==> src/ehc_defs.vh <==
// Constants for the byte-wide EEPROM host controller
`ifndef EHC_DEFS_VH
`define EHC_DEFS_VH

// ****************************************************************
// Clock and timing figures
// ****************************************************************
`define EHC_CLK_NS 10
`define EHC_WE_LOW_NS 50
`define EHC_READ_ACC_NS 120
`define EHC_LOAD_WIN_US 150
`define EHC_PROG_MS 10

// ****************************************************************
// Command codes on the user port
// ****************************************************************
`define EHC_OP_READ 2'h0
`define EHC_OP_WRITE 2'h1
`define EHC_OP_LOCK 2'h2
`define EHC_OP_UNLOCK 2'h3

// ****************************************************************
// Pin widths and page layout
// ****************************************************************
`define EHC_ADDR_W 15
`define EHC_DATA_W 8
`define EHC_PAGE_LSB 6
`define EHC_POLL_BIT 7
`define EHC_TOGGLE_BIT 6

// ****************************************************************
// Lock command sequences (addresses shared, only the third data byte differs)
// ****************************************************************
`define EHC_SEQ_ADDR0 15'h0AAA
`define EHC_SEQ_ADDR1 15'h0555
`define EHC_SEQ_ADDR2 15'h0AAA
`define EHC_LOCK_D0 8'h3C
`define EHC_LOCK_D1 8'hC3
`define EHC_LOCK_D2 8'h5A
`define EHC_UNLOCK_D0 8'h3C
`define EHC_UNLOCK_D1 8'hC3
`define EHC_UNLOCK_D2 8'hA5

`endif

==> src/ehc_timer.v <==
// Down-counting interval timer with a sticky expiry flag
`timescale 1ns/1ps
`default_nettype none

module ehc_timer #(
  parameter W = 20
) (
  // Clock and reset
  input wire clock,
  input wire rst,
  // Control
  input wire load,
  input wire [W-1:0] value,
  // Status
  output reg expired
);

  reg [W-1:0] count_reg;

  always @(posedge clock or posedge rst) begin
    if (rst) begin
      count_reg <= {W{1'b0}};
      expired <= 1'b0;
    end else if (load) begin
      count_reg <= value;
      expired <= (value == {W{1'b0}});
    end else if (count_reg != {W{1'b0}}) begin
      count_reg <= count_reg - {{(W-1){1'b0}}, 1'b1};
      expired <= (count_reg == {{(W-1){1'b0}}, 1'b1});
    end
  end

endmodule

`default_nettype wire

==> src/ehc_host.v <==
// Host-side controller driving a byte-wide EEPROM through its pins
`timescale 1ns/1ps
`default_nettype none
`include "ehc_defs.vh"

module ehc_host #(
  parameter LOAD_CYC = `EHC_LOAD_WIN_US * 1000 / `EHC_CLK_NS,
  parameter PROG_CYC = `EHC_PROG_MS * 1000000 / `EHC_CLK_NS,
  parameter [14:0] SEQ_ADDR0 = `EHC_SEQ_ADDR0,
  parameter [14:0] SEQ_ADDR1 = `EHC_SEQ_ADDR1,
  parameter [14:0] SEQ_ADDR2 = `EHC_SEQ_ADDR2,
  parameter [7:0] LOCK_D0 = `EHC_LOCK_D0,
  parameter [7:0] LOCK_D1 = `EHC_LOCK_D1,
  parameter [7:0] LOCK_D2 = `EHC_LOCK_D2,
  parameter [7:0] UNLOCK_D0 = `EHC_UNLOCK_D0,
  parameter [7:0] UNLOCK_D1 = `EHC_UNLOCK_D1,
  parameter [7:0] UNLOCK_D2 = `EHC_UNLOCK_D2
) (
  // Clock and reset
  input wire clock,
  input wire rst,
  // User command port
  input wire cmd_valid,
  input wire [1:0] cmd_op,
  input wire [14:0] cmd_addr,
  input wire [7:0] cmd_data,
  input wire cmd_id,
  input wire cmd_last,
  output reg cmd_ready,
  // User answers
  output reg rd_valid,
  output reg [7:0] rd_data,
  output reg done,
  output reg timeout,
  output reg busy,
  output reg soft_write_lock,
  // Memory pins
  output reg [14:0] byte_address_lines,
  output reg [7:0] mem_dout,
  output reg mem_doe,
  input wire [7:0] mem_din,
  output reg mem_ce_n,
  output reg mem_oe_n,
  output reg mem_we_n,
  output reg id_area_select_line
);

  // ****************************************************************
  // Derived cycle counts
  // ****************************************************************
  localparam [31:0] WE_W =
    (`EHC_WE_LOW_NS + `EHC_CLK_NS - 1) / `EHC_CLK_NS;
  localparam [31:0] RD_W =
    (`EHC_READ_ACC_NS + `EHC_CLK_NS - 1) / `EHC_CLK_NS + 1;
  localparam [7:0] WE_CYC = WE_W[7:0];
  localparam [7:0] RD_CYC = RD_W[7:0];
  localparam [31:0] LOAD_W = LOAD_CYC;
  localparam [31:0] PROG_W = PROG_CYC;
  // Margin covers strobe release to timer load and take to next strobe
  localparam [19:0] LOAD_CNT = LOAD_W[19:0] - 20'h00008;
  localparam [19:0] PROG_CNT = PROG_W[19:0];

  localparam [5:0] S_IDLE = 6'h01;
  localparam [5:0] S_WR = 6'h02;
  localparam [5:0] S_NEXT = 6'h04;
  localparam [5:0] S_LOAD = 6'h08;
  localparam [5:0] S_RD = 6'h10;
  localparam [5:0] S_POLL = 6'h20;

  // ****************************************************************
  // State
  // ****************************************************************
  reg [5:0] state_reg;
  reg [7:0] step_reg;
  reg [1:0] seq_idx_reg;
  reg seq_on_reg;
  reg seq_only_reg;
  reg seq_unlock_reg;
  reg poll_rd_reg;
  reg have_prev_reg;
  reg prev6_reg;
  reg [14:0] cur_addr_reg;
  reg [7:0] cur_data_reg;
  reg cur_id_reg;
  reg cur_last_reg;
  reg [14:0] poll_addr_reg;
  reg [8:0] page_reg;
  reg pend_reg;
  reg [1:0] pend_op_reg;
  reg [14:0] pend_addr_reg;
  reg [7:0] pend_data_reg;
  reg pend_id_reg;
  reg pend_last_reg;
  reg tmr_load_reg;
  reg [19:0] tmr_val_reg;
  wire tmr_expired;

  ehc_timer #(.W(20)) u_timer (
    .clock(clock),
    .rst(rst),
    .load(tmr_load_reg),
    .value(tmr_val_reg),
    .expired(tmr_expired)
  );

  // A command held over from a page load runs before any new one
  wire take = cmd_valid & cmd_ready;
  wire go = pend_reg | take;
  wire [1:0] s_op = pend_reg ? pend_op_reg : cmd_op;
  wire [14:0] s_addr = pend_reg ? pend_addr_reg : cmd_addr;
  wire [7:0] s_data = pend_reg ? pend_data_reg : cmd_data;
  wire s_id = pend_reg ? pend_id_reg : cmd_id;
  wire s_last = pend_reg ? pend_last_reg : cmd_last;
  wire same_page = (cmd_op == `EHC_OP_WRITE) && (cmd_id == cur_id_reg) &&
    (cmd_addr[14:`EHC_PAGE_LSB] == page_reg);

  function [14:0] seq_addr;
    input [1:0] idx;
    begin
      case (idx)
        2'h0: seq_addr = SEQ_ADDR0;
        2'h1: seq_addr = SEQ_ADDR1;
        default: seq_addr = SEQ_ADDR2;
      endcase
    end
  endfunction

  function [7:0] seq_data;
    input unlock;
    input [1:0] idx;
    begin
      case (idx)
        2'h0: seq_data = unlock ? UNLOCK_D0 : LOCK_D0;
        2'h1: seq_data = unlock ? UNLOCK_D1 : LOCK_D1;
        default: seq_data = unlock ? UNLOCK_D2 : LOCK_D2;
      endcase
    end
  endfunction

  // ****************************************************************
  // Pin strobe launchers
  // ****************************************************************
  // Output enable stays high for every write so no write is inhibited
  task start_wr;
    input [14:0] a;
    input [7:0] d;
    begin
      byte_address_lines <= a;
      mem_dout <= d;
      mem_doe <= 1'b1;
      mem_ce_n <= 1'b0;
      mem_oe_n <= 1'b1;
      step_reg <= 8'h00;
      state_reg <= S_WR;
    end
  endtask

  task start_rd;
    input [14:0] a;
    begin
      byte_address_lines <= a;
      mem_doe <= 1'b0;
      mem_ce_n <= 1'b0;
      mem_oe_n <= 1'b0;
      step_reg <= 8'h00;
      state_reg <= S_RD;
    end
  endtask

  task start_poll;
    begin
      tmr_load_reg <= 1'b1;
      tmr_val_reg <= PROG_CNT;
      have_prev_reg <= 1'b0;
      cmd_ready <= 1'b0;
      state_reg <= S_POLL;
    end
  endtask

  // ****************************************************************
  // Sequencer
  // ****************************************************************
  always @(posedge clock or posedge rst) begin
    if (rst) begin
      state_reg <= S_IDLE;
      step_reg <= 8'h00;
      seq_idx_reg <= 2'h0;
      seq_on_reg <= 1'b0;
      seq_only_reg <= 1'b0;
      seq_unlock_reg <= 1'b0;
      poll_rd_reg <= 1'b0;
      have_prev_reg <= 1'b0;
      prev6_reg <= 1'b0;
      cur_addr_reg <= 15'h0000;
      cur_data_reg <= 8'h00;
      cur_id_reg <= 1'b0;
      cur_last_reg <= 1'b0;
      poll_addr_reg <= 15'h0000;
      page_reg <= 9'h000;
      pend_reg <= 1'b0;
      pend_op_reg <= 2'h0;
      pend_addr_reg <= 15'h0000;
      pend_data_reg <= 8'h00;
      pend_id_reg <= 1'b0;
      pend_last_reg <= 1'b0;
      tmr_load_reg <= 1'b0;
      tmr_val_reg <= 20'h00000;
      cmd_ready <= 1'b1;
      rd_valid <= 1'b0;
      rd_data <= 8'h00;
      done <= 1'b0;
      timeout <= 1'b0;
      busy <= 1'b0;
      soft_write_lock <= 1'b0;
      byte_address_lines <= 15'h0000;
      mem_dout <= 8'h00;
      mem_doe <= 1'b0;
      mem_ce_n <= 1'b1;
      mem_oe_n <= 1'b1;
      mem_we_n <= 1'b1;
      id_area_select_line <= 1'b0;
    end else begin
      tmr_load_reg <= 1'b0;
      rd_valid <= 1'b0;
      done <= 1'b0;
      timeout <= 1'b0;
      busy <= (state_reg != S_IDLE) || go;
      case (state_reg)
        S_IDLE: begin
          if (go) begin
            pend_reg <= 1'b0;
            cmd_ready <= 1'b0;
            cur_addr_reg <= s_addr;
            cur_data_reg <= s_data;
            cur_id_reg <= s_id;
            cur_last_reg <= s_last;
            seq_idx_reg <= 2'h0;
            seq_unlock_reg <= (s_op == `EHC_OP_UNLOCK);
            seq_only_reg <= s_op[1];
            poll_rd_reg <= 1'b0;
            if (s_op == `EHC_OP_READ) begin
              id_area_select_line <= s_id;
              start_rd(s_addr);
            end else if (s_op[1] || soft_write_lock) begin
              // Sequence bytes always go to the main array
              seq_on_reg <= 1'b1;
              id_area_select_line <= 1'b0;
              start_wr(seq_addr(2'h0), seq_data(s_op[0] & s_op[1], 2'h0));
            end else begin
              seq_on_reg <= 1'b0;
              id_area_select_line <= s_id;
              start_wr(s_addr, s_data);
            end
          end
        end
        S_WR: begin
          // Low time of the write strobe clears the glitch filter
          step_reg <= step_reg + 8'h01;
          if (step_reg == 8'h00) begin
            mem_we_n <= 1'b0;
          end
          if (step_reg == WE_CYC) begin
            mem_we_n <= 1'b1;
          end
          if (step_reg == WE_CYC + 8'h01) begin
            mem_ce_n <= 1'b1;
            mem_doe <= 1'b0;
            state_reg <= S_NEXT;
          end
        end
        S_NEXT: begin
          // One idle cycle with chip enable high between strobes
          if (seq_on_reg && seq_idx_reg != 2'h2) begin
            seq_idx_reg <= seq_idx_reg + 2'h1;
            start_wr(seq_addr(seq_idx_reg + 2'h1),
              seq_data(seq_unlock_reg, seq_idx_reg + 2'h1));
          end else if (seq_on_reg && !seq_only_reg) begin
            seq_on_reg <= 1'b0;
            id_area_select_line <= cur_id_reg;
            start_wr(cur_addr_reg, cur_data_reg);
          end else if (seq_on_reg) begin
            poll_addr_reg <= SEQ_ADDR2;
            start_poll;
          end else begin
            poll_addr_reg <= cur_addr_reg;
            page_reg <= cur_addr_reg[14:`EHC_PAGE_LSB];
            if (cur_last_reg) begin
              start_poll;
            end else begin
              tmr_load_reg <= 1'b1;
              tmr_val_reg <= LOAD_CNT;
              cmd_ready <= 1'b1;
              state_reg <= S_LOAD;
            end
          end
        end
        S_LOAD: begin
          if (take) begin
            cmd_ready <= 1'b0;
            if (same_page) begin
              cur_addr_reg <= cmd_addr;
              cur_data_reg <= cmd_data;
              cur_last_reg <= cmd_last;
              start_wr(cmd_addr, cmd_data);
            end else begin
              // Another page or command closes this load first
              pend_reg <= 1'b1;
              pend_op_reg <= cmd_op;
              pend_addr_reg <= cmd_addr;
              pend_data_reg <= cmd_data;
              pend_id_reg <= cmd_id;
              pend_last_reg <= cmd_last;
              start_poll;
            end
          end else if (tmr_expired && !tmr_load_reg) begin
            start_poll;
          end
        end
        S_POLL: begin
          poll_rd_reg <= 1'b1;
          start_rd(poll_addr_reg);
        end
        S_RD: begin
          step_reg <= step_reg + 8'h01;
          if (step_reg == RD_CYC) begin
            mem_oe_n <= 1'b1;
            mem_ce_n <= 1'b1;
            if (!poll_rd_reg) begin
              rd_data <= mem_din;
              rd_valid <= 1'b1;
              cmd_ready <= 1'b1;
              state_reg <= S_IDLE;
            end else if (have_prev_reg &&
                mem_din[`EHC_TOGGLE_BIT] == prev6_reg) begin
              // Toggle bit stood still: programming is over
              done <= 1'b1;
              if (seq_only_reg) begin
                soft_write_lock <= !seq_unlock_reg;
              end
              cmd_ready <= !pend_reg;
              state_reg <= S_IDLE;
            end else if (tmr_expired) begin
              timeout <= 1'b1;
              cmd_ready <= !pend_reg;
              state_reg <= S_IDLE;
            end else begin
              prev6_reg <= mem_din[`EHC_TOGGLE_BIT];
              have_prev_reg <= 1'b1;
              state_reg <= S_POLL;
            end
          end
        end
        default: begin
          state_reg <= S_IDLE;
        end
      endcase
    end
  end

endmodule

`default_nettype wire

==> config.mk <==
export PLATFORM = sky130hd
export DESIGN_NAME = ehc_host
export DESIGN_NICKNAME = d
export VERILOG_FILES = /design/src/ehc_timer.v /design/src/ehc_host.v
export VERILOG_INCLUDE_DIRS = /design/src
export SDC_FILE = /design/constraint.sdc
export NUM_CORES = 1
export LEC_CHECK = 0
export ABC_AREA = 1
export BUFFER_PORTS_ARGS = -buffer_cell sky130_fd_sc_hd__buf_4
export CAP_MARGIN = 20
export CORE_UTILIZATION = 35
export DETAILED_ROUTE_END_ITERATION = 8
export RECOVER_POWER = 25
export SYNTH_ARGS = -nofsm -noshare
export SYNTH_HDL_FRONTEND = slang
export SYNTH_SLANG_ARGS = --single-unit
export TNS_END_PERCENT = 100
==> constraint.sdc <==
create_clock -name clock -period 11 [get_ports clock]
set_clock_uncertainty 0.1 [all_clocks]
set_input_delay 2.2 -clock clock [delete_from_list [all_inputs] [get_ports clock]]
set_output_delay 2.2 -clock clock [all_outputs]
set_load 0.02 [all_outputs]
Word-level counts from Yosys, hierarchy flattened
Index checks and enable logic that the tools add are counted.
{"block": "totals", "ff_bits": 183, "out_inout_bits": 42}
{"block": "classes", "n_eq_ne": 37, "muxes": 143, "bitwise_logic": 9, "reduce_logical": 56, "n_addsub": 3}
{"operator": "20-bit two-way mux", "n": 9}
{"operator": "15-bit two-way mux", "n": 10}
{"operator": "8-bit two-way mux", "n": 15}
{"operator": "6-bit two-way mux", "n": 13}
{"operator": "1-bit two-way mux", "n": 71}
{"operator": "15-bit case mux with 4 select lines", "n": 1}
{"operator": "20-bit case mux with 2 select lines", "n": 1}
{"operator": "8-bit case mux with 5 select lines", "n": 1}
{"operator": "6-bit case mux with 6 select lines", "n": 1}
{"operator": "8-bit case mux with 2 select lines", "n": 2}
{"operator": "2-bit inequality test, second input constant", "n": 15}
{"operator": "15-bit case mux with 2 select lines", "n": 1}
{"operator": "5-bit AND reduction", "n": 6}
{"operator": "8-bit case mux with 3 select lines", "n": 1}
{"operator": "20-bit by 1-bit == test with 1-bit output, second input constant", "n": 1}
{"operator": "20-bit logical NOT", "n": 1}
{"operator": "4-bit AND reduction", "n": 5}
{"operator": "20-bit nonzero test", "n": 1}
{"operator": "20-bit by 1-bit subtractor with 20-bit output, second input constant", "n": 1}
{"operator": "6-bit AND reduction", "n": 3}
{"operator": "8-bit by 3-bit == test with 1-bit output, second input constant", "n": 2}
{"operator": "5-bit nonzero test", "n": 3}
{"operator": "7-bit AND reduction", "n": 2}
{"operator": "12-bit two-way mux", "n": 1}
{"operator": "other kinds (40)", "n": 81}

Depth between registers and ports, before layout
{"block": "depth", "word_depth": 6, "ltp_mapped": 13}

Modules after synthesis
Synthesis repeated with hierarchy kept, for this count alone.
{"block": "unflattened", "hier_cells": 1327, "area_unflattened_um2": 9509.1}
{"module": "ehc_host", "cells_each": 1100, "n_inst": 1, "area_each_um2": 7926.4}
{"module": "ehc_timer", "cells_each": 227, "n_inst": 1, "area_each_um2": 1582.8}

Least setup slack after synthesis
OpenSTA, ideal clock, no wires.
{"block": "synth_timing", "kind": "input port to flip-flop", "startpoint": "input cmd_valid", "endpoint": "register byte_address_lines[0]", "cell_stages": 10, "n_path_buf": 1, "setup_slack_ns": 7.526, "t_arrival_ns": 3.257, "setup_time_ns": 0.117, "cell_sequence": "nand2_1 inv_1 nor2_1 nand4_1 inv_1 nor2_4 nand3_4 buf_6 nand2_1 nand2_1"}
{"block": "synth_between", "elab_chain_len": 4, "word_cells_on_any_way": 5, "classes_between": "eq/ne: 2; bitwise: 2; reduce/logical: 1"}
{"element": "start: declaration", "line": "ehc_host.v:23", "text": "input wire cmd_valid,"}
{"element": "1-bit AND *", "line": "ehc_host.v:107", "text": "wire take = cmd_valid & cmd_ready;"}
{"element": "1-bit OR", "line": "ehc_host.v:108", "text": "wire go = pend_reg | take;"}
{"element": "2-bit inequality test (no source line)"}
{"element": "5-bit AND reduction (no source line) *"}
{"element": "end signal: assignment", "line": "ehc_host.v:215", "text": "byte_address_lines <= 15'h0000;"}
{"element": "end: declaration", "line": "ehc_host.v:38", "text": "output reg [14:0] byte_address_lines,"}
Mark *: on every way between the ends. The rest lies on a longest branch, timed or not.
A chain may end at the register's enable or synchronous reset.

==> impl_metrics.py <==
metrics = {
    "yosys": {
        "leading_register_cell_type_out_of_synthesis": "sky130_fd_sc_hd__dfrtp_1",
        "synth.top_cells.by_count": "421 x sky130_fd_sc_hd__nand2_1, 161 x sky130_fd_sc_hd__dfrtp_1, 130 x sky130_fd_sc_hd__o21ai_0",
        "synth-seq-cells": 166,
        "async_flop_share_pct": 100,
        "synthDistinctLibCells": 39,
        "synth.yosys.warnings": 0,
        "avg_inst_size_synth_um2": 7.27,
        "synth_top_cell_area_share_pct": 44.7,
        "synth.net_count": 1286,
        "yosys.area.top_type": "sky130_fd_sc_hd__dfrtp_1",
        "netlist_instances": 1239,
        "yosysMostFrequentCell": "sky130_fd_sc_hd__nand2_1",
        "synthTopCellsByArea": "sky130_fd_sc_hd__dfrtp_1 45%, sky130_fd_sc_hd__nand2_1 18%, sky130_fd_sc_hd__o21ai_0 7.2%",
        "synth_seq_area_share_pct": 46.2,
        "synthesis.area_mm2": 0.00901,
        "synth-edff-count": 0,
    },
    "setup_path": {
        "rr_endpoint": "tmr_val_reg[18]$_DFFE_PP0P_",
        "ff2ff_setup_slack_ps": 6640,
        "crit_path_start": "rst",
        "max_stage_delay_ps": 2490,
        "end_kind": "async pin",
        "endpoint": "rd_data[3]$_DFFE_PP0P_",
        "critical_path_class": "input pin to async pin",
        "cp_data_required_time_ps": 11350,
        "critPathArrivalTime_ps": 5910,
        "critical_path.cell_chain": "clkbuf_4 -> clkinvlp_2 -> buf_4",
        "worstReg2RegStart": "state_reg[1]$_DFFE_PP0P_",
        "critical_path.max_fanout": 99,
        "startpoint_type": "input pin",
        "timing.reg2reg.worst_path_depth": 8,
        "slowest_stage": "sky130_fd_sc_hd__clkinvlp_2",
    },
    "placed_design": {
        "dp.final_hpwl_um": 18200,
        "gp_routability_congestion": 0.911,
        "buffer_ports.inserted": 79,
        "placedInstanceArea_mm2": 0.00985,
    },
    "cts": {
        "cts_hold_buffers": 0,
        "insertion_delay_ps": 440,
        "htree_num_levels": 4,
        "post_cts_buffers": 0,
        "cts_made_buffers": 17,
        "clock_tree_from_tritoncts": "built",
        "cts-root-buf": "sky130_fd_sc_hd__clkbuf_16",
        "cts.sink_count": 166,
        "worst_setup_hold_path_clk_slew_ps": 70,
        "ctsLongestPathBuffers": 2,
        "number_of_gates_resized_after_cts": 0,
    },
    "routing": {
        "detail_route.wl_per_cell_um": 15.8,
        "via_count": 8217,
        "detail_route.iter0.violations": 594,
        "drc_errors": 0,
        "route.detailed.vias_per_inst": 5.00,
        "detailedRoute.firstPassIterationCount": 8,
        "wirelength_um": 25900,
        "antenna_left": 0,
    },
    "hold_path": {
        "worstHoldPathType": "register to register",
        "worstHoldPathCells": 2,
        "hold_start": "mem_oe_n$_DFFE_PP1P_",
    },
    "power": {
        "report.power.total_mw": 1.29,
        "pwr-share-seq_pct": 47.4,
        "switching_share_of_total_power_pct": 24.5,
        "internal_power_mw": 0.971,
        "power.share.clock_pct": 48.7,
        "power.net_switching_mw": 0.316,
        "comb_power_share_pct": 3.8,
        "p_per_area_mw_per_mm2": 123,
        "power.ir.vdd_worst_uv": 114,
        "power.static_leakage_nw": 5.50,
    },
    "timing": {
        "timing_max_transition_violations_final": 124,
        "tns_ps": 0,
        "finalHoldViolCount": 0,
        "rsz0062_at_grt": "no",
        "slew_headroom_pct": -203,
        "actual_transition_at_the_worst_max_transition_pin_ps": 4520,
        "timing.final.crit_period_ps": 5560,
        "final.period_utilization_pct": 50.5,
        "setup_viol": 0,
        "fmax_ghz": 0.180,
    },
    "global_route": {
        "antenna_found_initial": 0,
        "globalRoute.totalOverflow": 0,
        "grt_max_degree": 100,
        "global_route_usage_sum_pct": 20.5,
        "grt_pass1_wl_um": 41600,
        "vias_in_the_first_global_route": 7687,
    },
    "cells_and_area": {
        "filler_cell_count": 2639,
        "postLayoutCellArea_mm2": 0.0105,
        "layout-drive-gt1-share_pct": 11.2,
        "syn_to_final_growth_pct": 16.0,
        "largest_register_ffs": 20,
        "finish.net_count": 1347,
        "insertedDiodeCount": 0,
    },
    "status": {
        "outcome": "finished, violations left",
        "failed_checks": "capacitance limit, slew limit",
    },
    "floorplanning": {
        "die_height_um": 162,
        "design.core.area_mm2": 0.0252,
        "ioPinCount": 80,
        "die-width_um": 162,
        "initial_core_util_pct": 35.8,
        "area_of_the_die_mm2": 0.0264,
        "placementRows": 58,
    },
    "flow_run": {
        "maxCapViolCount": 2,
    },
}
[cell families after synthesis]
group                    synth area share (%)
AO/OA/AOI/OAI                            10.2
XOR/XNOR                                0.875
buffers and inverters                    7.94
adder cells (fa/ha/maj)                  1.25
flip-flops                               46.2
AND/OR/NAND/NOR                          33.6
[layout make-up]
| class | count | area [um^2] | area share, % |
|---|---|---|---|
| clock inverter | 15 | 190 | 1.82 |
| timing repair buffer | 84 | 636 | 6.08 |
| inverter | 137 | 515 | 4.93 |
| tap | 330 | 413 | 3.95 |
| multi-input combinational | 894 | 4110 | 39.3 |
| clock buffer | 17 | 425 | 4.07 |
| sequential | 166 | 4160 | 39.8 |
[power groups by stage]
stage                     Combinational, mW  Sequential [mW]  Clock [mW]
after floorplan                      0.0255            0.622           0
after global placement               0.0496            0.622           0
after detailed placement             0.0499            0.622           0
after CTS                            0.0501            0.610       0.637
after global routing                 0.0559            0.610       0.664
final                                0.0494            0.610       0.627
[layer usage]
| layer | wire [um] | share of wire, % | GRT usage (%) |
|---|---|---|---|
| met1 | 12600 | 49 | 29.5 |
| met2 | 11200 | 43 | 30.3 |
| met3 | 1800 | 6.9 | 4.97 |
| met4 | 327 | 1.3 | 5.57 |
| met5 | 0 | 0 | 0 |
[placed cells by master, fill, tap and decap left out, drive strengths merged, types with 2 or more instances in the layout]
master    count
dfrtp       161
clkinv        5
ha            9
o21ai       133
nand4        38
nand2       428
a21oi        20
or2           6
xor2          6
inv         142
clkbuf       20
o211ai       11
dfstp         5
bufinv        2
o22ai         3
nand3b       11
xnor2         3
nor2        111
nand3        97
clkinvlp      3
buf          81
and2          2
o31ai         2
nor3         10
[metrics by stage]
stage | worst slack [ps] | std cells | hold WS, ps | utilization, %
6_report | 5440 | 1643 | 364 | 41.5
5_1_grt | 4650 | 1643 | 394 | 41.5
4_1_cts | 6920 | 1642 | 368 | 41.6
3_5_place_dp | 6540 | 1610 | 357 | 39.1
3_3_place_gp | 6600 | 1610 | 354 | 39.1
2_1_floorplan | 4220 | 1239 | 342 | -
[critical path: cells and delay by family]
family	cells	cell delay, ps
buf+inv	3	3610
[worst min path at each step]
stage	slack, ps	to
after floorplan	340	cur_addr_reg[5]$_DFFE_PP0P_
after global placement	350	mem_oe_n$_DFFE_PP1P_
after detailed placement	360	mem_oe_n$_DFFE_PP1P_
after CTS	370	mem_oe_n$_DFFE_PP1P_
after global routing	390	cur_data_reg[5]$_DFFE_PP0P_
final	360	mem_oe_n$_DFFE_PP1P_
Note: power is estimated with default switching activity, not from simulation.
